### src/logic/icpd_pkg.sv
// Constants and types for the interrupt controller page decoder.
// Assumes a 32-bit register data path and 64 KB register pages.
// How it works
// - Page number comes from address bits 16 upward.
// - Top of the page field follows the page count parameter, or the port address width when monolithic.
// - Non-monolithic: bits above ceil(log2(pages))+15 are ignored, so aliases hit.
// - Monolithic: two tie-offs give full page address of distributor and translation page.
// - Multi-view: two bits above the page field select the view.
// - Every page except reserved ones has read-only discovery registers from 0xFFD0.
// - Part code low 8 bits at 0xFFE0, upper 4 bits at 0xFFE4.
// - Part code differs for distributor, redistributor and translation pages.
// - Four pages per redistributor; its type register reports virtual interrupt support.
// - Multi-view: type register last flag reads set in views 1 to 3.
// - Redistributor type gives processor index; translation type says index targets.
// - Multichip: processor index upper bits come from die identifier tie-off.
// - Banked registers: Secure access hits Secure copy, Non-secure its own.
// - Interrupt group registers accept Secure accesses only.
// - Non-secure access to Secure-only register reads zero, writes ignored.
// - Unlisted or reserved distributor offsets read zero, writes ignored.
// - Reserved distributor access is logged with the bad access syndrome.
// - Cross-chip group control exists only multichip, both die flags zero.
// - Secure access control resets from tie-off; function control resets to zero.
// - Reset clears every register bit unless stated otherwise.
// - Write-only registers read an unspecified value (here zero).
// - Pages 0 to 3: distributor, messages, trace, performance monitor.
// - Security disable bit set lets Non-secure reach Secure registers.

package icpd_pkg;

  // ----------------------------------------
  // Page layout
  // ----------------------------------------
  localparam int PAGE_LSB   = 16;
  localparam int VIEW_BITS  = 2;
  localparam int FIXED_PGS  = 4;
  localparam int PGS_PER_IT = 4;
  localparam int PGS_PER_RD = 4;

  typedef enum logic [3:0] {
    PG_DIST, PG_MSI, PG_TRACE, PG_PMU, PG_ITS_CTL, PG_ITS_TRANS,
    PG_ITS_OTHER, PG_REDIST, PG_ALIAS, PG_RSVD
  } icpd_page_t;

  // ----------------------------------------
  // Offsets within a page
  // ----------------------------------------
  localparam logic [15:0] OFF_CTRL   = 16'h0000;
  localparam logic [15:0] OFF_TYPE   = 16'h0004;
  localparam logic [15:0] OFF_IIDR   = 16'h0008;
  localparam logic [15:0] OFF_TYPE2  = 16'h000C;
  localparam logic [15:0] OFF_FCTL   = 16'h0020;
  localparam logic [15:0] OFF_SAC    = 16'h0024;
  localparam logic [15:0] OFF_CCGRP  = 16'h0028;
  localparam logic [15:0] OFF_GRP_LO = 16'h0080;
  localparam logic [15:0] OFF_GRP_HI = 16'h00FC;
  localparam logic [15:0] OFF_DISC   = 16'hFFD0;
  localparam logic [15:0] OFF_PART_L = 16'hFFE0;
  localparam logic [15:0] OFF_PART_H = 16'hFFE4;
  localparam logic [15:0] OFF_RDTYPE = 16'h0008;
  localparam logic [15:0] OFF_TRTYPE = 16'h0008;
  localparam logic [15:0] OFF_TRREQ  = 16'h0040;

  // ----------------------------------------
  // Fields and values after reset
  // ----------------------------------------
  localparam int          CTRL_DS_BIT = 6;
  localparam int          RD_VLPI_BIT = 1;
  localparam int          RD_LAST_BIT = 4;
  localparam int          RD_PIDX_LSB = 8;
  localparam int          PIDX_W      = 16;
  localparam logic [31:0] RST_ZERO    = 32'h0000_0000;
  localparam logic [31:0] TRTYPE_VAL  = 32'h0000_0001;
  localparam logic [7:0]  SYN_BAD_ACC = 8'h0E;

endpackage : icpd_pkg

### src/logic/icpd_grp_mem.sv
// Small register array for the interrupt group words.
// Assumes one write and one read port, read data one cycle late.
`timescale 1ns/1ns
module icpd_grp_mem #(
  parameter int DEPTH = 32,
  parameter int WIDTH = 32
) (
  input  wire logic                     i_ref_clk,
  input  wire logic                     i_reset,
  input  wire logic                     i_wr_en,
  input  wire logic [$clog2(DEPTH)-1:0] i_wr_idx,
  input  wire logic [WIDTH-1:0]         i_wr_data,
  input  wire logic [$clog2(DEPTH)-1:0] i_rd_idx,
  output logic      [WIDTH-1:0]         o_rd_data
);
  logic [WIDTH-1:0] mem_r [DEPTH];

  // Cleared by reset so that no word needs software setup
  always_ff @(posedge i_ref_clk) begin
    if (i_reset) begin
      for (int i = 0; i < DEPTH; i++) begin
        mem_r[i] <= '0;
      end
    end else if (i_wr_en) begin
      mem_r[i_wr_idx] <= i_wr_data;
    end
  end

  always_ff @(posedge i_ref_clk) begin
    if (i_reset) begin
      o_rd_data <= '0;
    end else begin
      o_rd_data <= mem_r[i_rd_idx];
    end
  end
endmodule : icpd_grp_mem

### src/logic/icpd_page_sel.sv
// Combinational page decoder from the bus address.
// Assumes page numbering with four pages per translation unit.
`timescale 1ns/1ns
module icpd_page_sel #(
  parameter int ADDR_W     = 32,
  parameter int PAGE_CNT   = 32,
  parameter int ITS_CNT    = 1,
  parameter int RD_CNT     = 2,
  parameter int RD_IDX_W   = 8,
  parameter bit MONOLITHIC = 1'b0,
  parameter bit MULTI_VIEW = 1'b0
) (
  input  wire logic [ADDR_W-1:0]  i_addr,
  input  wire logic [ADDR_W-17:0] i_dist_page,
  input  wire logic [ADDR_W-17:0] i_trans_page,
  output icpd_pkg::icpd_page_t    o_kind,
  output logic      [RD_IDX_W-1:0] o_rd_num,
  output logic      [1:0]         o_sub,
  output logic      [1:0]         o_view
);
  localparam int PG_BITS = (PAGE_CNT > 4) ? $clog2(PAGE_CNT) : 2;
  localparam int ITS_END = icpd_pkg::FIXED_PGS + icpd_pkg::PGS_PER_IT * ITS_CNT;
  localparam int RD_END  = ITS_END + icpd_pkg::PGS_PER_RD * RD_CNT;

  logic [PG_BITS-1:0] pg;
  int                 p;

  // Except in monolithic builds, higher bits never reach the decode, so aliases land on the same page
  assign pg     = i_addr[icpd_pkg::PAGE_LSB +: PG_BITS];
  assign o_view = MULTI_VIEW ? i_addr[icpd_pkg::PAGE_LSB + PG_BITS +: icpd_pkg::VIEW_BITS]
                             : 2'b00;
  assign o_sub  = pg[1:0];

  always_comb begin
    p        = int'(pg);
    o_kind   = icpd_pkg::PG_RSVD;
    o_rd_num = '0;
    if (MONOLITHIC) begin
      // Whole upper address compared, up to the port width
      if (i_addr[ADDR_W-1:icpd_pkg::PAGE_LSB] == i_dist_page) begin
        o_kind = icpd_pkg::PG_DIST;
      end else if (i_addr[ADDR_W-1:icpd_pkg::PAGE_LSB] == i_trans_page) begin
        o_kind = icpd_pkg::PG_ITS_TRANS;
      end
    end else if (p >= PAGE_CNT) begin
      o_kind = icpd_pkg::PG_RSVD;
    end else if (p < icpd_pkg::FIXED_PGS) begin
      case (pg[1:0])
        2'h0:    o_kind = icpd_pkg::PG_DIST;
        2'h1:    o_kind = icpd_pkg::PG_MSI;
        2'h2:    o_kind = icpd_pkg::PG_TRACE;
        default: o_kind = icpd_pkg::PG_PMU;
      endcase
    end else if (p < ITS_END) begin
      case (pg[1:0])
        2'h0:    o_kind = icpd_pkg::PG_ITS_CTL;
        2'h1:    o_kind = icpd_pkg::PG_ITS_TRANS;
        2'h2:    o_kind = icpd_pkg::PG_ITS_OTHER;
        default: o_kind = icpd_pkg::PG_RSVD;
      endcase
    end else if (p < RD_END) begin
      o_kind   = icpd_pkg::PG_REDIST;
      o_rd_num = RD_IDX_W'((p - ITS_END) / icpd_pkg::PGS_PER_RD);
    end else if (p == RD_END) begin
      o_kind = icpd_pkg::PG_ALIAS;
    end
  end
endmodule : icpd_page_sel

### src/logic/icpd_top.sv
// Register page decode and security banked register access.
// Assumes one request per cycle, answered exactly two cycles later.
`timescale 1ns/1ns
module icpd_top #(
  parameter int          ADDR_W      = 32,
  parameter int          PAGE_CNT    = 32,
  parameter int          ITS_CNT     = 1,
  parameter int          RD_CNT      = 2,
  parameter int          RD_IDX_W    = 8,
  parameter int          DIE_W       = 2,
  parameter bit          MONOLITHIC  = 1'b0,
  parameter bit          MULTI_VIEW  = 1'b0,
  parameter bit          MULTICHIP   = 1'b0,
  parameter bit          COH_CC      = 1'b0,
  parameter bit          UPPER_DIES  = 1'b0,
  // Identity values below are arbitrary
  parameter logic [11:0] PART_DIST   = 12'h7A1,
  parameter logic [11:0] PART_REDIST = 12'h7A2,
  parameter logic [11:0] PART_TRANS  = 12'h7A3,
  parameter logic [31:0] IIDR_VAL    = 32'h0000_0001,
  parameter logic [31:0] TYPE_VAL    = 32'h0000_0000,
  parameter logic [31:0] TYPE2_VAL   = 32'h0000_0000
) (
  input  wire logic              i_ref_clk,
  input  wire logic              i_reset,
  input  wire logic              i_req_valid,
  input  wire logic              i_req_write,
  input  wire logic              i_req_secure,
  input  wire logic [ADDR_W-1:0] i_req_addr,
  input  wire logic [31:0]       i_req_wdata,
  input  wire logic [ADDR_W-17:0] i_dist_page_tieoff,
  input  wire logic [ADDR_W-17:0] i_trans_page_tieoff,
  input  wire logic [31:0]       i_sac_reset_value,
  input  wire logic [DIE_W-1:0]  i_die_identifier_tieoff,
  output logic                   o_rsp_valid,
  output logic      [31:0]       o_rsp_rdata,
  output logic                   o_err_valid,
  output logic      [7:0]        o_err_syndrome,
  output logic      [ADDR_W-1:0] o_err_addr,
  output logic                   o_security_disable,
  output logic      [31:0]       o_function_control
);

  // ----------------------------------------
  // Decode
  // ----------------------------------------
  localparam bit CC_PRESENT = MULTICHIP && !COH_CC && !UPPER_DIES;

  function automatic logic at_off(input logic [15:0] a, input logic [15:0] b);
    return a[15:2] == b[15:2];
  endfunction : at_off

  function automatic logic [11:0] part_of(input icpd_pkg::icpd_page_t k);
    case (k)
      icpd_pkg::PG_REDIST:    return PART_REDIST;
      icpd_pkg::PG_ITS_CTL,
      icpd_pkg::PG_ITS_TRANS,
      icpd_pkg::PG_ITS_OTHER: return PART_TRANS;
      icpd_pkg::PG_RSVD:      return 12'h000;
      default:                return PART_DIST;
    endcase
  endfunction : part_of

  icpd_pkg::icpd_page_t kind;
  logic [RD_IDX_W-1:0]  rd_num;
  logic [1:0]           sub;
  logic [1:0]           view;

  icpd_page_sel #(
    .ADDR_W     (ADDR_W),
    .PAGE_CNT   (PAGE_CNT),
    .ITS_CNT    (ITS_CNT),
    .RD_CNT     (RD_CNT),
    .RD_IDX_W   (RD_IDX_W),
    .MONOLITHIC (MONOLITHIC),
    .MULTI_VIEW (MULTI_VIEW)
  ) u_page_sel (
    .i_addr       (i_req_addr),
    .i_dist_page  (i_dist_page_tieoff),
    .i_trans_page (i_trans_page_tieoff),
    .o_kind       (kind),
    .o_rd_num     (rd_num),
    .o_sub        (sub),
    .o_view       (view)
  );

  logic [31:0] ctrl_s_r;
  logic [31:0] ctrl_ns_r;
  logic [31:0] fctl_r;
  logic [31:0] sac_r;
  logic [31:0] ccgrp_r;

  logic [15:0] off;
  logic        ds;
  logic        sec_ok;
  logic        dist_pg;
  logic        disc_hit;
  logic        grp_hit;
  logic        grp_ok;
  logic [4:0]  grp_idx;
  logic        dist_known;
  logic        dist_bad;
  logic        wr;
  logic        rd;

  assign off      = {i_req_addr[15:2], 2'b00};
  assign ds       = ctrl_s_r[icpd_pkg::CTRL_DS_BIT];
  // Security disabled opens Secure state to everybody
  assign sec_ok   = i_req_secure | ds;
  assign dist_pg  = (kind == icpd_pkg::PG_DIST) || (kind == icpd_pkg::PG_ALIAS);
  assign disc_hit = (off >= icpd_pkg::OFF_DISC) && (kind != icpd_pkg::PG_RSVD);
  assign grp_hit  = dist_pg && (off >= icpd_pkg::OFF_GRP_LO) && (off <= icpd_pkg::OFF_GRP_HI);
  assign grp_idx  = off[6:2];
  // Word 0 of the group block is reserved
  assign grp_ok   = grp_hit && (grp_idx != 5'h00) && sec_ok;
  assign wr       = i_req_valid && i_req_write;
  assign rd       = i_req_valid && !i_req_write;

  always_comb begin
    dist_known = at_off(off, icpd_pkg::OFF_CTRL) || at_off(off, icpd_pkg::OFF_TYPE)
              || at_off(off, icpd_pkg::OFF_IIDR) || at_off(off, icpd_pkg::OFF_TYPE2)
              || at_off(off, icpd_pkg::OFF_FCTL) || at_off(off, icpd_pkg::OFF_SAC)
              || (CC_PRESENT && at_off(off, icpd_pkg::OFF_CCGRP))
              || (grp_hit && (grp_idx != 5'h00)) || disc_hit;
    dist_bad   = dist_pg && !dist_known;
  end

  // ----------------------------------------
  // Register writes
  // ----------------------------------------
  always_ff @(posedge i_ref_clk) begin
    if (i_reset) begin
      ctrl_s_r  <= icpd_pkg::RST_ZERO;
      ctrl_ns_r <= icpd_pkg::RST_ZERO;
    end else if (wr && dist_pg && at_off(off, icpd_pkg::OFF_CTRL)) begin
      if (sec_ok) begin
        ctrl_s_r <= i_req_wdata;
      end else begin
        ctrl_ns_r <= i_req_wdata;
      end
    end
  end

  // Function and access control are Secure-only
  always_ff @(posedge i_ref_clk) begin
    if (i_reset) begin
      fctl_r <= icpd_pkg::RST_ZERO;
      sac_r  <= i_sac_reset_value;
    end else if (wr && dist_pg && sec_ok) begin
      if (at_off(off, icpd_pkg::OFF_FCTL)) begin
        fctl_r <= i_req_wdata;
      end
      if (at_off(off, icpd_pkg::OFF_SAC)) begin
        sac_r <= i_req_wdata;
      end
    end
  end

  always_ff @(posedge i_ref_clk) begin
    if (i_reset) begin
      ccgrp_r <= icpd_pkg::RST_ZERO;
    end else if (CC_PRESENT && wr && dist_pg && sec_ok && at_off(off, icpd_pkg::OFF_CCGRP)) begin
      ccgrp_r <= i_req_wdata;
    end
  end

  logic [31:0] grp_rdata;

  icpd_grp_mem #(
    .DEPTH (32),
    .WIDTH (32)
  ) u_grp_mem (
    .i_ref_clk (i_ref_clk),
    .i_reset   (i_reset),
    .i_wr_en   (wr && grp_ok),
    .i_wr_idx  (grp_idx),
    .i_wr_data (i_req_wdata),
    .i_rd_idx  (grp_idx),
    .o_rd_data (grp_rdata)
  );

  // ----------------------------------------
  // Read values
  // ----------------------------------------
  localparam int PIDX_W_L = icpd_pkg::PIDX_W;
  logic [PIDX_W_L-1:0] pidx;
  logic [31:0]         rd_type;
  logic                rd_last;
  logic [31:0]         rd_val;
  logic                use_mem;
  logic [11:0]         part;

  // Die identifier must already be final when reset is released
  assign pidx    = MULTICHIP ? PIDX_W_L'({i_die_identifier_tieoff, rd_num})
                             : PIDX_W_L'(rd_num);
  assign rd_last = (rd_num == RD_IDX_W'(RD_CNT - 1))
                || (MULTI_VIEW && (view != 2'b00));
  assign part    = part_of(kind);

  always_comb begin
    rd_type                        = '0;
    rd_type[icpd_pkg::RD_VLPI_BIT] = 1'b1;
    rd_type[icpd_pkg::RD_LAST_BIT] = rd_last;
    rd_type[icpd_pkg::RD_PIDX_LSB +: icpd_pkg::PIDX_W] = pidx;
  end

  always_comb begin
    rd_val  = '0;
    use_mem = 1'b0;
    if (disc_hit) begin
      if (at_off(off, icpd_pkg::OFF_PART_L)) begin
        rd_val[7:0] = part[7:0];
      end else if (at_off(off, icpd_pkg::OFF_PART_H)) begin
        rd_val[3:0] = part[11:8];
      end
    end else begin
      case (kind)
        icpd_pkg::PG_DIST, icpd_pkg::PG_ALIAS: begin
          if (at_off(off, icpd_pkg::OFF_CTRL)) begin
            rd_val = sec_ok ? ctrl_s_r : ctrl_ns_r;
          end else if (at_off(off, icpd_pkg::OFF_TYPE)) begin
            rd_val = TYPE_VAL;
          end else if (at_off(off, icpd_pkg::OFF_IIDR)) begin
            rd_val = IIDR_VAL;
          end else if (at_off(off, icpd_pkg::OFF_TYPE2)) begin
            rd_val = TYPE2_VAL;
          end else if (at_off(off, icpd_pkg::OFF_FCTL)) begin
            rd_val = sec_ok ? fctl_r : '0;
          end else if (at_off(off, icpd_pkg::OFF_SAC)) begin
            rd_val = sec_ok ? sac_r : '0;
          end else if (CC_PRESENT && at_off(off, icpd_pkg::OFF_CCGRP)) begin
            rd_val = sec_ok ? ccgrp_r : '0;
          end else begin
            use_mem = grp_ok;
          end
        end
        icpd_pkg::PG_REDIST: begin
          if (sub == 2'b00 && at_off(off, icpd_pkg::OFF_RDTYPE)) begin
            rd_val = rd_type;
          end
        end
        icpd_pkg::PG_ITS_CTL: begin
          if (at_off(off, icpd_pkg::OFF_TRTYPE)) begin
            rd_val = icpd_pkg::TRTYPE_VAL;
          end
        end
        // The request word is write-only; its reads give zero
        icpd_pkg::PG_ITS_TRANS: rd_val = '0;
        default:                rd_val = '0;
      endcase
    end
  end

  // ----------------------------------------
  // Response pipeline
  // ----------------------------------------
  // Two stages so the group array read lines up with the rest
  logic        s1_valid_r;
  logic        s1_mem_r;
  logic [31:0] s1_data_r;

  always_ff @(posedge i_ref_clk) begin
    if (i_reset) begin
      s1_valid_r <= 1'b0;
      s1_mem_r   <= 1'b0;
      s1_data_r  <= '0;
    end else begin
      s1_valid_r <= i_req_valid;
      s1_mem_r   <= rd && use_mem;
      s1_data_r  <= rd ? rd_val : '0;
    end
  end

  always_ff @(posedge i_ref_clk) begin
    if (i_reset) begin
      o_rsp_valid <= 1'b0;
      o_rsp_rdata <= '0;
    end else begin
      o_rsp_valid <= s1_valid_r;
      o_rsp_rdata <= s1_mem_r ? grp_rdata : s1_data_r;
    end
  end

  // ----------------------------------------
  // Error record and status
  // ----------------------------------------
  always_ff @(posedge i_ref_clk) begin
    if (i_reset) begin
      o_err_valid    <= 1'b0;
      o_err_syndrome <= '0;
      o_err_addr     <= '0;
    end else begin
      o_err_valid <= i_req_valid && dist_bad;
      if (i_req_valid && dist_bad) begin
        o_err_syndrome <= icpd_pkg::SYN_BAD_ACC;
        o_err_addr     <= i_req_addr;
      end
    end
  end

  always_ff @(posedge i_ref_clk) begin
    if (i_reset) begin
      o_security_disable <= 1'b0;
      o_function_control <= '0;
    end else begin
      o_security_disable <= ds;
      o_function_control <= fctl_r;
    end
  end
endmodule : icpd_top

### config.mk
export PLATFORM = sky130hd
export DESIGN_NAME = icpd_top
export DESIGN_NICKNAME = d
export VERILOG_FILES = /design/src/logic/icpd_pkg.sv /design/src/logic/icpd_grp_mem.sv /design/src/logic/icpd_page_sel.sv /design/src/logic/icpd_top.sv
export SDC_FILE = /design/constraint.sdc
export NUM_CORES = 2
export LEC_CHECK = 0
export BUFFER_PORTS_ARGS = -buffer_cell sky130_fd_sc_hd__buf_2
export CELL_PAD_IN_SITES_DETAIL_PLACEMENT = 1
export CELL_PAD_IN_SITES_GLOBAL_PLACEMENT = 1
export CORE_ASPECT_RATIO = 1.25
export CORE_MARGIN = 1
export CORE_UTILIZATION = 40
export DETAILED_ROUTE_END_ITERATION = 8
export PLACE_DENSITY = 0.74
export SYNTH_ARGS = -nofsm -noshare
export SYNTH_HDL_FRONTEND = slang
export SYNTH_SLANG_ARGS = --single-unit
### constraint.sdc
create_clock -name i_ref_clk -period 2.94 [get_ports i_ref_clk]
set_input_delay 0.147 -clock i_ref_clk [delete_from_list [all_inputs] [get_ports i_ref_clk]]
set_output_delay 0.147 -clock i_ref_clk [all_outputs]
set_load 0.02 [all_outputs]
==> flow_summary.toml <==
[status]
status = "finished clean"

[critical_path]
start_kind = "input pin"
cp.arrival_ns = 3.33
worstSetupPathType = "input pin to register"
path_max_fanout = 25
cp-end-kind = "register"
crit_required_ns = 3.62

[timing]
finClkSkew_ns = 0.0161
hold_violations = 0
final-max-slew-violation-count = 0
post-route-min-period_ns = 2.65
slew-limit-headroom = 0.303
finalSetupViolations = 0
clock.fmax_mhz = 377
worst_slew_pin_slew_ns = 1.05
grt_setup_unrepaired = "false"
finalSetupTns_ns = 0
finalCritPeriodShare = 0.903
fin_ws_ns = 0.286

[clocking]
clock_sinks = 1318
htreeDepth = 3
post_cts_resize_count = 0
clk_latency_ns = 0.75
cts.reportedPaths.clkPinSlew_ns = 0.07
clock_path_buffers = 3
numCtsBuffers = 121
cts_tree = "yes"
cts_hold_buf = 93
root_buffer = "clkbuf_16"
post_cts_buffers = 0

[detailed_routing]
wl_per_cell_um = 26.4
drc = 0
wl_um = 165000
viasPerCell = 5.49
ant_nets = 0
vias = 34298
drt_first_iter_violations = 3045
drt-pass1-iter-count = 7

[power]
pwr-share-comb = 0.068
ir_worst_vdd_mv = 0.491
power_switching_share = 0.225
p_total_mw = 40.1
pwr-share-seq = 0.527
p_leak_nw = 23.5
power.clock.fraction = 0.404
switchingPower_mw = 9.04
p_per_area_nw_per_um2 = 610
intPower_mw = 31.1

[die]
dieArea_sq_um = 144000
placementRows = 154
initial_core_util = 0.403
num_io_pins = 242
die_x_um = 340
coreArea_sq_um = 141000
dieHeight_um = 424

[layout]
multi_input_area_sq_um = 18700
nets = 4410
regArea_sq_um = 37000
drive_gt1_frac = 0.200
area_growth_syn_to_layout_pct = 15.5
fill_cells = 14001

[synthesis]
synth.cell_area_sq_um = 57000
synth_cell_type_count = 67
ys.flop_type = "edfxtp_1"
netlist_instances = 4022
synth-warning-count = 0
synth_seq_cells = 1318
async_reset_ff_frac = 0
ys_seq_area_frac = 0.649
synth_enable_flop_cells = 1056
avgSynthCellArea_sq_um = 14.2

[global_route]
antenna_found_initial = 6
grt_remaining_overflow = 0
grt_pass1_wl_um = 243000
grt_max_degree = 108
grtUsageTotal = 0.227
first_global_vias = 36375

[placed_design]
dp_worst_setup_slack_ns = 0.183
portBuffers = 202
gp_congestion = 0.866
dp_hpwl_um = 107000

[worst_hold_path]
min_path_type = "input pin to register"

[job]
max_cap_violations = 0
[routing by layer]
layer / wire length (um) / track usage
met4: 3930 / 0.0673
met2: 86800 / 0.413
met1: 66100 / 0.281
met3: 7970 / 0.0256
met5: 26 / 0
[layout make-up]
class	count	share of cell area
sequential	1318	0.561
multi-input combinational	2362	0.284
timing repair buffer	463	0.0571
clock buffer	145	0.0485
tap	1872	0.0356
clock inverter	85	0.0130
inverter	5	0.000285
antenna	1	0.0000380
[cells in the final DEF, fill, tap and decap left out, drive strengths merged, types with 12 or more instances in the layout]
master       synthesis  layout
a21oi               70      70
a22o                13      13
a22oi               95      95
a31oi               12      12
a41oi               21      21
and2              1019    1019
buf                 90     370
bufinv               0      16
clkbuf             283     145
clkinv               0      63
conb                 1      37
dfxtp              262     262
dlygate4sd3          0      93
edfxtp            1056    1056
mux2                12      12
mux2i              177     177
mux4               227     227
nand2              243     243
nand2b              92      92
nor2                76      76
nor2b               43      43
nor4                12      12
o21ai               34      34
o22ai               54      54
or2                 36      36
[cells in the mapped netlist, types with 12 or more instances]
cell type  number  share of area
clkbuf_1      269          0.018
buf_1          16         0.0011
mux2i_1       177          0.031
or2_2          35         0.0038
mux4_2        227          0.090
a22oi_1        95          0.013
mux2_2         12         0.0024
o22ai_1        54         0.0059
a22o_1         13         0.0020
buf_2          62         0.0054
edfxtp_1     1056           0.56
clkbuf_2       14         0.0012
a31oi_1        12         0.0013
nand2_1       243          0.016
nor2_1         76         0.0050
o21ai_1        32         0.0028
and2_1       1019           0.11
a21oi_1        70         0.0061
dfxtp_1       262          0.092
nand2b_1       92          0.010
nor2b_1        43         0.0047
a41oi_1        21         0.0032
[power by group through the flow]
stage / Clock (mW) / Combinational, mW / Sequential (mW)
after floorplan: 0 / 1.50 / 21.4
after detailed placement: 0 / 2.62 / 21.6
after global routing: 17.0 / 2.87 / 21.2
final: 16.2 / 2.74 / 21.2
after CTS: 16.5 / 2.74 / 21.2
after global placement: 0 / 2.59 / 21.5
[metrics by stage]
step / hold slack [ns] / utilization / instance area [sq um] / cells
2_1_floorplan: 0.283 / - / 57100 / 4058
3_3_place_gp: 0.410 / 0.431 / 60900 / 5927
3_5_place_dp: 0.424 / 0.431 / 60900 / 5927
4_1_cts: 0.00703 / 0.466 / 65800 / 6250
5_1_grt: 0.0720 / 0.466 / 65800 / 6250
6_report: 0.0520 / 0.466 / 65800 / 6251
[worst paths after layout]
path / from / end / slack [ns] / depth (start not counted)
worst min register to register: s1_valid_r$_SDFF_PP0_ / o_rsp_valid$_SDFF_PP0_ / 0.45 / 1
worst max register to register: ctrl_s_r[6]$_SDFFE_PP0P_ / u_grp_mem.mem_r[15][27]$_SDFFCE_PN0P_ / 0.45 / 6
worst max-delay path: i_req_addr[8] / s1_data_r[0]$_SDFF_PP0_ / 0.29 / 10
worst min-delay path: i_req_wdata[8] / ctrl_s_r[8]$_SDFFE_PP0P_ / 0.05 / 3
[flip-flops by register name (all words and copies together), names as in the netlist]
signal / count
u_grp_mem.mem_r: 1024
sac_r: 32
s1_data_r: 32
fctl_r: 32
ctrl_ns_r: 32
o_security_disable: 1
u_grp_mem.o_rd_data: 32
s1_valid_r: 1
ctrl_s_r: 32
o_rsp_valid: 1
o_rsp_rdata: 32
o_err_syndrome: 1
s1_mem_r: 1
o_function_control: 32
o_err_addr: 32
o_err_valid: 1
[cell families after synthesis]
kind of cell    after synthesis  share of synthesized area
flops                      1318                      0.649
simple gates               1574                      0.161
mux                         416                      0.123
compound gates              330                     0.0389
other cells                   1                  0.0000658
xor+xnor                      1                   0.000154
fa+ha+maj                     4                   0.000878
buf+inv                     378                     0.0276
[worst max-delay path, stage by stage]
cell and delay (ns):
dlygate4sd3_1 0.53, buf_2 0.15, nor4_4 0.41, buf_4 0.20, and2_1 0.23, nand3_1 0.39
buf_12 0.32, o21a_1 0.19, o32ai_1 0.14, dlygate4sd3_1 0.62
(Power assumes the default switching activity.)
